--- config.mk ---
export PLATFORM = sky130hd
export DESIGN_NAME = adc_frame_ctrl
export DESIGN_NICKNAME = d
export VERILOG_FILES = /design/src/core/adc_frame_pkg.sv /design/src/core/adc_frame_ctrl.sv
export VERILOG_INCLUDE_DIRS = /design/src /design/src/core
export SDC_FILE = /design/constraint.sdc
export NUM_CORES = 1
export LEC_CHECK = 0
export ABC_AREA = 1
export BUFFER_PORTS_ARGS = -buffer_cell sky130_fd_sc_hd__buf_2
export CAP_MARGIN = 20
export CORE_MARGIN = 1.5
export CORE_UTILIZATION = 51
export CTS_CLUSTER_DIAMETER = 120
export DETAILED_ROUTE_END_ITERATION = 8
export GPL_TIMING_DRIVEN = 0
export MAX_ROUTING_LAYER = met4
export PLACE_DENSITY = 0.87
export SYNTH_ARGS = -nofsm -noshare
export SYNTH_HDL_FRONTEND = slang
export SYNTH_SLANG_ARGS = --single-unit
--- constraint.sdc ---
create_clock -name ref_clk -period 2.2 [get_ports ref_clk]
set_input_delay 0.22 -clock ref_clk [delete_from_list [all_inputs] [get_ports ref_clk]]
set_output_delay 0.22 -clock ref_clk [all_outputs]
set_load 0.01 [all_outputs]
--- src/core/adc_frame_params.svh ---
// Purpose: Constants for the serial frame and power-mode controller.
// Assumes: 10 MHz ref_clk; serial clock far slower than ref_clk.
// Notes:   Offsets are APB byte addresses; times in their own units.
`ifndef ADC_FRAME_PARAMS_SVH
`define ADC_FRAME_PARAMS_SVH

`define OFF_CTRL        8'h00
`define OFF_RANGE       8'h04
`define OFF_STATUS      8'h08
`define OFF_CONV        8'h0C

`define CTRL_RESET      12'h000
`define RANGE_RESET     6'h00
`define CONV_RESET      13'h0000

`define PM_HI_BIT       11
`define PM_LO_BIT       10
`define REF_BIT         1
`define CHAN_BIT        9
`define CODE_CTRL       3'h4
`define CODE_RANGE      3'h5

`define FRAME_BITS      16
`define TRACK_EDGE      14
`define CTRL_EDGE       15
`define RANGE_EDGE      11

`define CLK_PERIOD_NS   100
`define WAKE_SD_US      500
`define WAKE_SB_NS      750
`define WAKE_SD_CYC     ((`WAKE_SD_US * 1000) / `CLK_PERIOD_NS)
`define WAKE_SB_CYC     ((`WAKE_SB_NS + `CLK_PERIOD_NS - 1) / `CLK_PERIOD_NS)

`endif

--- src/core/adc_frame_pkg.sv ---
// Purpose: Types for the serial frame and power-mode controller.
// Assumes: Nothing beyond the constants header.
// Notes:   Power state codes are Gray coded in declaration order, not along the sleep and wake path.
`default_nettype none
package adc_frame_pkg;

  typedef enum logic [2:0] {
    PWR_ON      = 3'h0,
    PWR_STANDBY = 3'h1,
    PWR_AUTO_SD = 3'h3,
    PWR_FULL_SD = 3'h2,
    PWR_WAKE    = 3'h6
  } pwr_state_t;

endpackage : adc_frame_pkg
`default_nettype wire

--- src/core/adc_frame_ctrl.sv ---
// Purpose: Serial frame engine, register decode and power modes.
// Assumes: Link pins are asynchronous and sampled by ref_clk.
// Notes:   APB registers mirror on-chip state and feed the result word.
`include "adc_frame_params.svh"
`default_nettype none

module adc_frame_ctrl
  import adc_frame_pkg::*;
#(
  parameter int WAKE_SD_CYCLES   = `WAKE_SD_CYC,
  parameter int WAKE_FULL_CYCLES = `WAKE_SD_CYC
) (
  input  wire logic        ref_clk,
  input  wire logic        srst,
  input  wire logic        psel,
  input  wire logic        penable,
  input  wire logic        pwrite,
  input  wire logic [7:0]  paddr,
  input  wire logic [31:0] pwdata,
  output logic      [31:0] prdata,
  output logic             pready,
  output logic             pslverr,
  input  wire logic        conversion_select_n,
  input  wire logic        serial_clock,
  input  wire logic        serial_data_in,
  output logic             serial_data_out,
  output logic             serial_data_out_oe,
  output logic             sample_hold,
  output logic             analog_on,
  output logic             reference_on
);

  // ****************************************************************
  // Helper functions
  // ****************************************************************
  // True when a count has reached a one-based edge number
  function automatic logic edge_is(input logic [4:0]  cnt,
                                   input int unsigned num);
    return cnt == 5'(num - 1);
  endfunction : edge_is

  // True when three frame bits carry a register select code
  function automatic logic code_is(input logic [2:0] top,
                                   input logic [2:0] code);
    return top == code;
  endfunction : code_is

  // Range value from eleven bits: two per channel, middle pair zero
  function automatic logic [5:0] range_bits(input logic [10:0] rx);
    return {rx[7:6], 2'h0, rx[3:2]};
  endfunction : range_bits

  // Status word in the layout software reads
  function automatic logic [31:0] status_word(input logic       ref_up,
                                              input logic       an_up,
                                              input logic       held,
                                              input pwr_state_t state);
    return {26'h0000000, ref_up, an_up, held, state};
  endfunction : status_word

  // ****************************************************************
  // Pin synchronisers and edge detection
  // ****************************************************************
  logic [1:0] cs_sync;
  logic [1:0] sclk_sync;
  logic [1:0] din_sync;
  logic       cs_prev;
  logic       sclk_prev;

  always_ff @(posedge ref_clk) begin
    if (srst) begin
      cs_sync   <= 2'h3;
      sclk_sync <= 2'h0;
      din_sync  <= 2'h0;
      cs_prev   <= 1'b1;
      sclk_prev <= 1'b0;
    end else begin
      cs_sync   <= {cs_sync[0], conversion_select_n};
      sclk_sync <= {sclk_sync[0], serial_clock};
      din_sync  <= {din_sync[0], serial_data_in};
      cs_prev   <= cs_sync[1];
      sclk_prev <= sclk_sync[1];
    end
  end

  logic cs_fall;
  logic cs_rise;
  logic sclk_rise;
  logic sclk_fall;
  logic din_bit;

  assign cs_fall   = cs_prev & ~cs_sync[1];
  assign cs_rise   = ~cs_prev & cs_sync[1];
  assign sclk_rise = ~sclk_prev & sclk_sync[1];
  assign sclk_fall = sclk_prev & ~sclk_sync[1];
  assign din_bit   = din_sync[1];

  // ****************************************************************
  // Frame counters
  // ****************************************************************
  logic       active;
  logic [4:0] rise_cnt;
  logic [4:0] fall_cnt;

  always_ff @(posedge ref_clk) begin
    if (srst) begin
      active   <= 1'b0;
      rise_cnt <= 5'h00;
      fall_cnt <= 5'h00;
    end else if (cs_fall) begin
      active   <= 1'b1;
      rise_cnt <= 5'h00;
      fall_cnt <= 5'h00;
    end else if (cs_rise) begin
      active <= 1'b0;
    end else if (active) begin
      if (sclk_rise)
        rise_cnt <= rise_cnt + 5'h01;
      if (sclk_fall) begin
        fall_cnt <= fall_cnt + 5'h01;
        if (edge_is(fall_cnt, `FRAME_BITS))
          active <= 1'b0;
      end
    end
  end

  // Select rising clears active, so an abort skips every latch edge
  logic at_track_edge;
  logic at_ctrl_edge;
  logic at_range_edge;

  assign at_track_edge = active && !cs_rise && sclk_rise
                         && edge_is(rise_cnt, `TRACK_EDGE);
  assign at_ctrl_edge  = active && !cs_rise && sclk_rise
                         && edge_is(rise_cnt, `CTRL_EDGE);
  assign at_range_edge = active && !cs_rise && sclk_fall
                         && edge_is(fall_cnt, `RANGE_EDGE);

  // ****************************************************************
  // Input shift register
  // ****************************************************************
  // First bit taken at select falling, the rest on serial falling edges
  logic [15:0] rx_bits;

  always_ff @(posedge ref_clk) begin
    if (srst)
      rx_bits <= 16'h0000;
    else if (cs_fall)
      rx_bits <= {15'h0000, din_bit};
    else if (active && sclk_fall && fall_cnt < 5'(`FRAME_BITS - 1))
      rx_bits <= {rx_bits[14:0], din_bit};
  end

  // Address bits sit at the top once enough bits have arrived
  logic ctrl_hit;
  logic range_hit;

  // rx holds 15 bits at the control edge, 11 at the range edge
  assign ctrl_hit  = code_is(rx_bits[14:12], `CODE_CTRL);
  assign range_hit = code_is(rx_bits[10:8], `CODE_RANGE);

  // ****************************************************************
  // On-chip registers
  // ****************************************************************
  logic [11:0] control;
  logic [5:0]  range_sel;
  logic [12:0] conv_data;
  logic        ctrl_load;

  assign ctrl_load = at_ctrl_edge && ctrl_hit;

  always_ff @(posedge ref_clk) begin
    if (srst)
      control <= `CTRL_RESET;
    else if (ctrl_load)
      control <= rx_bits[11:0];
  end

  always_ff @(posedge ref_clk) begin
    if (srst)
      range_sel <= `RANGE_RESET;
    else if (at_range_edge && range_hit)
      range_sel <= range_bits(rx_bits[10:0]);
  end

  // ****************************************************************
  // Result word output
  // ****************************************************************
  logic [14:0] tx_bits;

  always_ff @(posedge ref_clk) begin
    if (srst) begin
      tx_bits            <= 15'h0000;
      serial_data_out    <= 1'b0;
      serial_data_out_oe <= 1'b0;
    end else if (cs_fall) begin
      tx_bits            <= {1'b0, control[`CHAN_BIT],
                             conv_data};
      serial_data_out    <= 1'b0;
      serial_data_out_oe <= 1'b1;
    end else if (cs_rise) begin
      serial_data_out_oe <= 1'b0;
    end else if (active && sclk_fall) begin
      serial_data_out <= tx_bits[14];
      tx_bits         <= {tx_bits[13:0], 1'b0};
      if (edge_is(fall_cnt, `FRAME_BITS))
        serial_data_out_oe <= 1'b0;
    end
  end

  // ****************************************************************
  // Power-mode state machine
  // ****************************************************************
  pwr_state_t  pwr_state;
  logic [15:0] wake_cnt;
  logic [1:0]  next_pm;

  // Mode in force after this edge: new bits only if the write lands
  assign next_pm = ctrl_load ? {rx_bits[`PM_HI_BIT], rx_bits[`PM_LO_BIT]}
                             : {control[`PM_HI_BIT], control[`PM_LO_BIT]};

  always_ff @(posedge ref_clk) begin
    if (srst) begin
      pwr_state <= PWR_ON;
      wake_cnt  <= 16'h0000;
    end else if (at_ctrl_edge) begin
      unique case (next_pm)
        2'h3: pwr_state <= PWR_FULL_SD;
        2'h2: pwr_state <= PWR_AUTO_SD;
        2'h1: pwr_state <= PWR_STANDBY;
        2'h0: begin
          if (pwr_state == PWR_FULL_SD) begin
            pwr_state <= PWR_WAKE;
            wake_cnt  <= 16'(WAKE_FULL_CYCLES);
          end
        end
      endcase
    end else begin
      unique case (pwr_state)
        PWR_AUTO_SD: begin
          if (cs_rise) begin
            pwr_state <= PWR_WAKE;
            wake_cnt  <= 16'(WAKE_SD_CYCLES);
          end
        end
        PWR_STANDBY: begin
          if (cs_rise) begin
            pwr_state <= PWR_WAKE;
            wake_cnt  <= 16'(`WAKE_SB_CYC);
          end
        end
        PWR_WAKE: begin
          if (wake_cnt <= 16'h0001)
            pwr_state <= PWR_ON;
          else
            wake_cnt <= wake_cnt - 16'h0001;
        end
        PWR_ON, PWR_FULL_SD: ;
      endcase
    end
  end

  // ****************************************************************
  // Track-and-hold and power outputs
  // ****************************************************************
  logic sleeping;

  assign sleeping = pwr_state == PWR_AUTO_SD
                    || pwr_state == PWR_STANDBY;

  always_ff @(posedge ref_clk) begin
    if (srst)
      sample_hold <= 1'b0;
    else if (cs_fall)
      sample_hold <= 1'b1;
    else if (sleeping && cs_rise)
      sample_hold <= 1'b0;
    else if (at_track_edge)
      sample_hold <= 1'b0;
    else if (at_ctrl_edge && (next_pm == 2'h2 || next_pm == 2'h1))
      sample_hold <= 1'b1;
  end

  always_ff @(posedge ref_clk) begin
    if (srst) begin
      analog_on    <= 1'b1;
      reference_on <= 1'b0;
    end else begin
      analog_on    <= pwr_state == PWR_ON;
      reference_on <= control[`REF_BIT]
                      && pwr_state != PWR_FULL_SD
                      && pwr_state != PWR_AUTO_SD;
    end
  end

  // ****************************************************************
  // APB slave
  // ****************************************************************
  logic access_done;
  logic addr_ok;

  assign access_done = psel && penable && pready;
  assign addr_ok     = paddr == `OFF_CTRL || paddr == `OFF_RANGE
                       || paddr == `OFF_STATUS || paddr == `OFF_CONV;

  always_ff @(posedge ref_clk) begin
    if (srst)
      pready <= 1'b0;
    else
      pready <= psel && penable && !pready;
  end

  always_ff @(posedge ref_clk) begin
    if (srst) begin
      prdata  <= 32'h0000_0000;
      pslverr <= 1'b0;
    end else if (psel && penable && !pready) begin
      pslverr <= !addr_ok;
      unique case (paddr)
        `OFF_CTRL:   prdata <= {20'h00000, control};
        `OFF_RANGE:  prdata <= {26'h0000000, range_sel};
        `OFF_STATUS: prdata <= status_word(reference_on, analog_on,
                                           sample_hold, pwr_state);
        `OFF_CONV:   prdata <= {19'h00000, conv_data};
        default:     prdata <= 32'h0000_0000;
      endcase
    end else begin
      // Answer stands for the pready cycle only
      prdata  <= 32'h0000_0000;
      pslverr <= 1'b0;
    end
  end

  always_ff @(posedge ref_clk) begin
    if (srst)
      conv_data <= `CONV_RESET;
    else if (access_done && pwrite && paddr == `OFF_CONV)
      conv_data <= pwdata[12:0];
  end

endmodule : adc_frame_ctrl
`default_nettype wire

==> results.md <==
* Outcome: finished with violations
* Violated checks: hold timing, setup timing
* Max-slew violation count at 0
* Vias in the first global route at 5,211
* Seq pwr share at 0.395
* Most frequent cells in the layout: nand2_1, dfxtp_1, nor2_1, inv_1
* Rows at 37
* Reg2reg start: cs_prev
* Worst Tran Pin Value at 694 ps
* Total core area at 0.0103 mm2
* CP max stage delay at 330 ps
* IO Count at 87
* Top delay family on crit path: simple AND/OR/NAND/NOR gates
* DPL Wire Length at 9160 um
* Logic pwr share at 0.044
* Clock Skew at 6.77 ps
* Vias/cell at 5.43
* CTS root buf: clkbuf_8
* WL/cell at 15.0 um
* Diodes inserted at 0
* Finished Core Util at 0.674
* # DRC at 0
* Buffers on Ports at 47
* Static Leak at 2.95 nW
* R2R Path End: wake_cnt[11]
* Share of layout cells above drive strength 1 at 0.211
* Num CTS Buffers at 17
* Hold Path Origin: pwdata[1]
* Mean Syn Cell Area at 7.19 um2
* Clock network power share at 0.561
* Total grt overflow at 0
* CP bufs+invs at 5
* Clock slew at reported path FFs at 60 ps
* Arr. time, crit path at 2700 ps
* R2R setup slack at -70 ps
* DR iter-0 viols at 618
* Final Cycle Share at 1.03
* Total Wirelength at 15,300 um
* Power per cell area at 786 mW/mm2
* Post-route ant nets at 0
* Library cells used by synthesis at 39
* Share of the yosys chip area belonging to registers at 0.431
* Global-route wire length before repair at 24,000 um
* H-tree depth at 4
* Router iterations before antenna repair at 7
* Final hold viol count at 1
* Max_cap viols at 0
* Slew margin rel. at 0.537
* Syn Inst Count at 756
* Worst path slowest cell: dfxtp_2
* Pwr Total at 0.00547 W
* Worst setup margin at -73.5 ps
* Initial antenna violation count at 0
* Reg2reg path depth at 18
* Final setup violation count at 14
* Largest net degree at the start of global routing at 17
* Overall global routing resource usage at 0.281
* Initial Util at 0.527
* GPL Wtd Cong at 0.900
* Worst Setup Start Kind: flop
* Worst setup EP type: flop
* Hold path cells at 3
* Final nets at 932
* Area Overhead vs Synth at 28.0%
* Sw frac at 0.226
* Hold crit path type: primary input to flop
* Die H at 106 um
* Crit Path Max Fanout at 6
* RSZ-0062 raised after global routing: true
* Peak VDD IR at 0.653 mV
* Cell Area, Synth at 0.00544 mm2
* Crit Path Class: flop to flop
* DIE WIDTH at 106 um
* Clock latency on the worst-skew pair at 530 ps
* Fmax achieved at 0.440 GHz
* Hold WS at -12.0 ps
* Filler instances at 773
* Die area at 0.0113 mm2
* Crit path cell chain: inv_2, ha_4, inv_4, nand2_4, nor2_8, nand2_4, inv_4, nand2_8, o21ai_4, ha_2, inv_2, nand3_4, nand3_4, nor2_4, buf_6, nand2_2, nand2_1, nor2_1
* Syn. warnings at 0
* Bufs on Longest Clock Path at 2
* Post-layout min period at 2270 ps
* Sw Pwr at 0.00124 W
* Sum of negative setup slack at -659 ps
* Worst endpoint required time at 2620 ps
* Internal Power at 0.00423 W
* Via count at 5,541
* WHS Endpoint: conv_data[1]
* Synthesized flop and latch total at 117
* Clock sink count at 117
* Most common cell after layout, fill and taps aside: nand2_1
* CTS tree: done
* Placed instance count at 957
* Final std cells w/o fill at 1,021
sequential cells by signal, summed over array words and instances, names as in the netlist, 2 cells and up:
signal     cells
fall_cnt       5
sclk_sync      2
rx_bits       15
control       12
cs_sync        2
pwr_state      3
din_sync       2
prdata        13
range_sel      4
tx_bits       15
conv_data     13
wake_cnt      16
rise_cnt       5
how the worst max path moves through the flow:
stage,depth (start not counted),startpoint,end,slack (ps)
5_1_grt,18,cs_prev,wake_cnt[2],-160
4_1_cts,18,cs_prev,wake_cnt[10],20
6_report,18,cs_prev,wake_cnt[11],-70
3_5_place_dp,18,cs_prev,wake_cnt[10],-300
2_1_floorplan,18,cs_prev,wake_cnt[10],7
3_3_place_gp,18,cs_prev,wake_cnt[10],-280
timing repair:
action / CTS / global route
cloned: 2 / 0
hold buffers: 14 / 0
pin swaps: 10 / 15
endpoints found under the hold margin: 14 / 0
setup buffers: 10 / 6
setup endpoints to repair: 20 / 20
resized for setup: 12 / 16
layout make-up:
cell class | instances | area (um2) | area share
Buffer | 48 | 284 | 0.0408
Tap cell | 136 | 170 | 0.0244
Clock inverter | 15 | 241 | 0.0347
Sequential cell | 117 | 2350 | 0.337
Clock buffer | 17 | 414 | 0.0595
Multi-Input combinational cell | 534 | 2700 | 0.388
Timing Repair Buffer | 79 | 514 | 0.0739
Inverter | 75 | 288 | 0.0413
through the flow:
| stage | setup slack, ps | hold WS (ps) | area [um2] |
|---|---|---|---|
| finish | -73.5 | -12.0 | 6960 |
| global route | -157 | 19.1 | 6960 |
| CTS | 16.3 | 7.67 | 6880 |
| detailed placement | -304 | 392 | 5940 |
| global placement | -278 | 389 | 5940 |
| floorplan | 7.44 | 324 | 5540 |
kinds of logic after synthesis:
logic type | share of synthesized area
AO/OA/AOI/OAI | 0.143
XOR/XNOR | 0.00322
adder cells (fa/ha/maj) | 0.0276
buffers and inverters | 0.104
flip-flops | 0.431
other | 0.000690
AND/OR/NAND/NOR | 0.291
power by group through the flow:
stage,clock network [W],registers (W),logic (W)
2_1_floorplan,0,0.00220,0.000140
3_3_place_gp,0,0.00221,0.000198
3_5_place_dp,0,0.00221,0.000202
4_1_cts,0.00306,0.00216,0.000227
5_1_grt,0.00318,0.00216,0.000262
6_report,0.00307,0.00216,0.000239
cells in the mapped netlist (all sizes together):
library cell	number	share of area
dfxtp	117	0.43
a21oi	57	0.054
nand3b	1	0.0014
o21a	1	0.0014
nor4	14	0.016
conb	1	0.00069
o21bai	6	0.0083
a31oi	16	0.018
nand4	2	0.0023
o21ai	60	0.055
clkbuf	15	0.010
a211oi	2	0.0028
ha	12	0.028
buf	33	0.042
clkinv	2	0.0016
o31ai	1	0.0014
xor2	2	0.0032
or2	3	0.0035
o211ai	1	0.0014
nor3	20	0.020
nand2	159	0.12
nor2	115	0.087
nand3	43	0.043
inv	73	0.050
metal layers:
metal  global-route usage  vias to the layer above  routed length (um)  part of all wire
li1                     -                     2658                   -                 -
met5                    -                        -                   0                 0
met1                0.306                     2524                6040              0.39
met2                0.486                      291                7580              0.50
met4                0.113                        0                 546             0.036
met3               0.0742                       68                1140             0.074
worst register-to-register path: cells and delay by family, from the launching register on:
| family | cells | cell delay (ps) |
|---|---|---|
| compound gates | 1 | 170 |
| flops | 1 | 330 |
| fa+ha+maj | 2 | 350 |
| buf+inv | 5 | 410 |
| simple gates | 10 | 900 |
No activity file was read; power rests on OpenSTA's default activity.
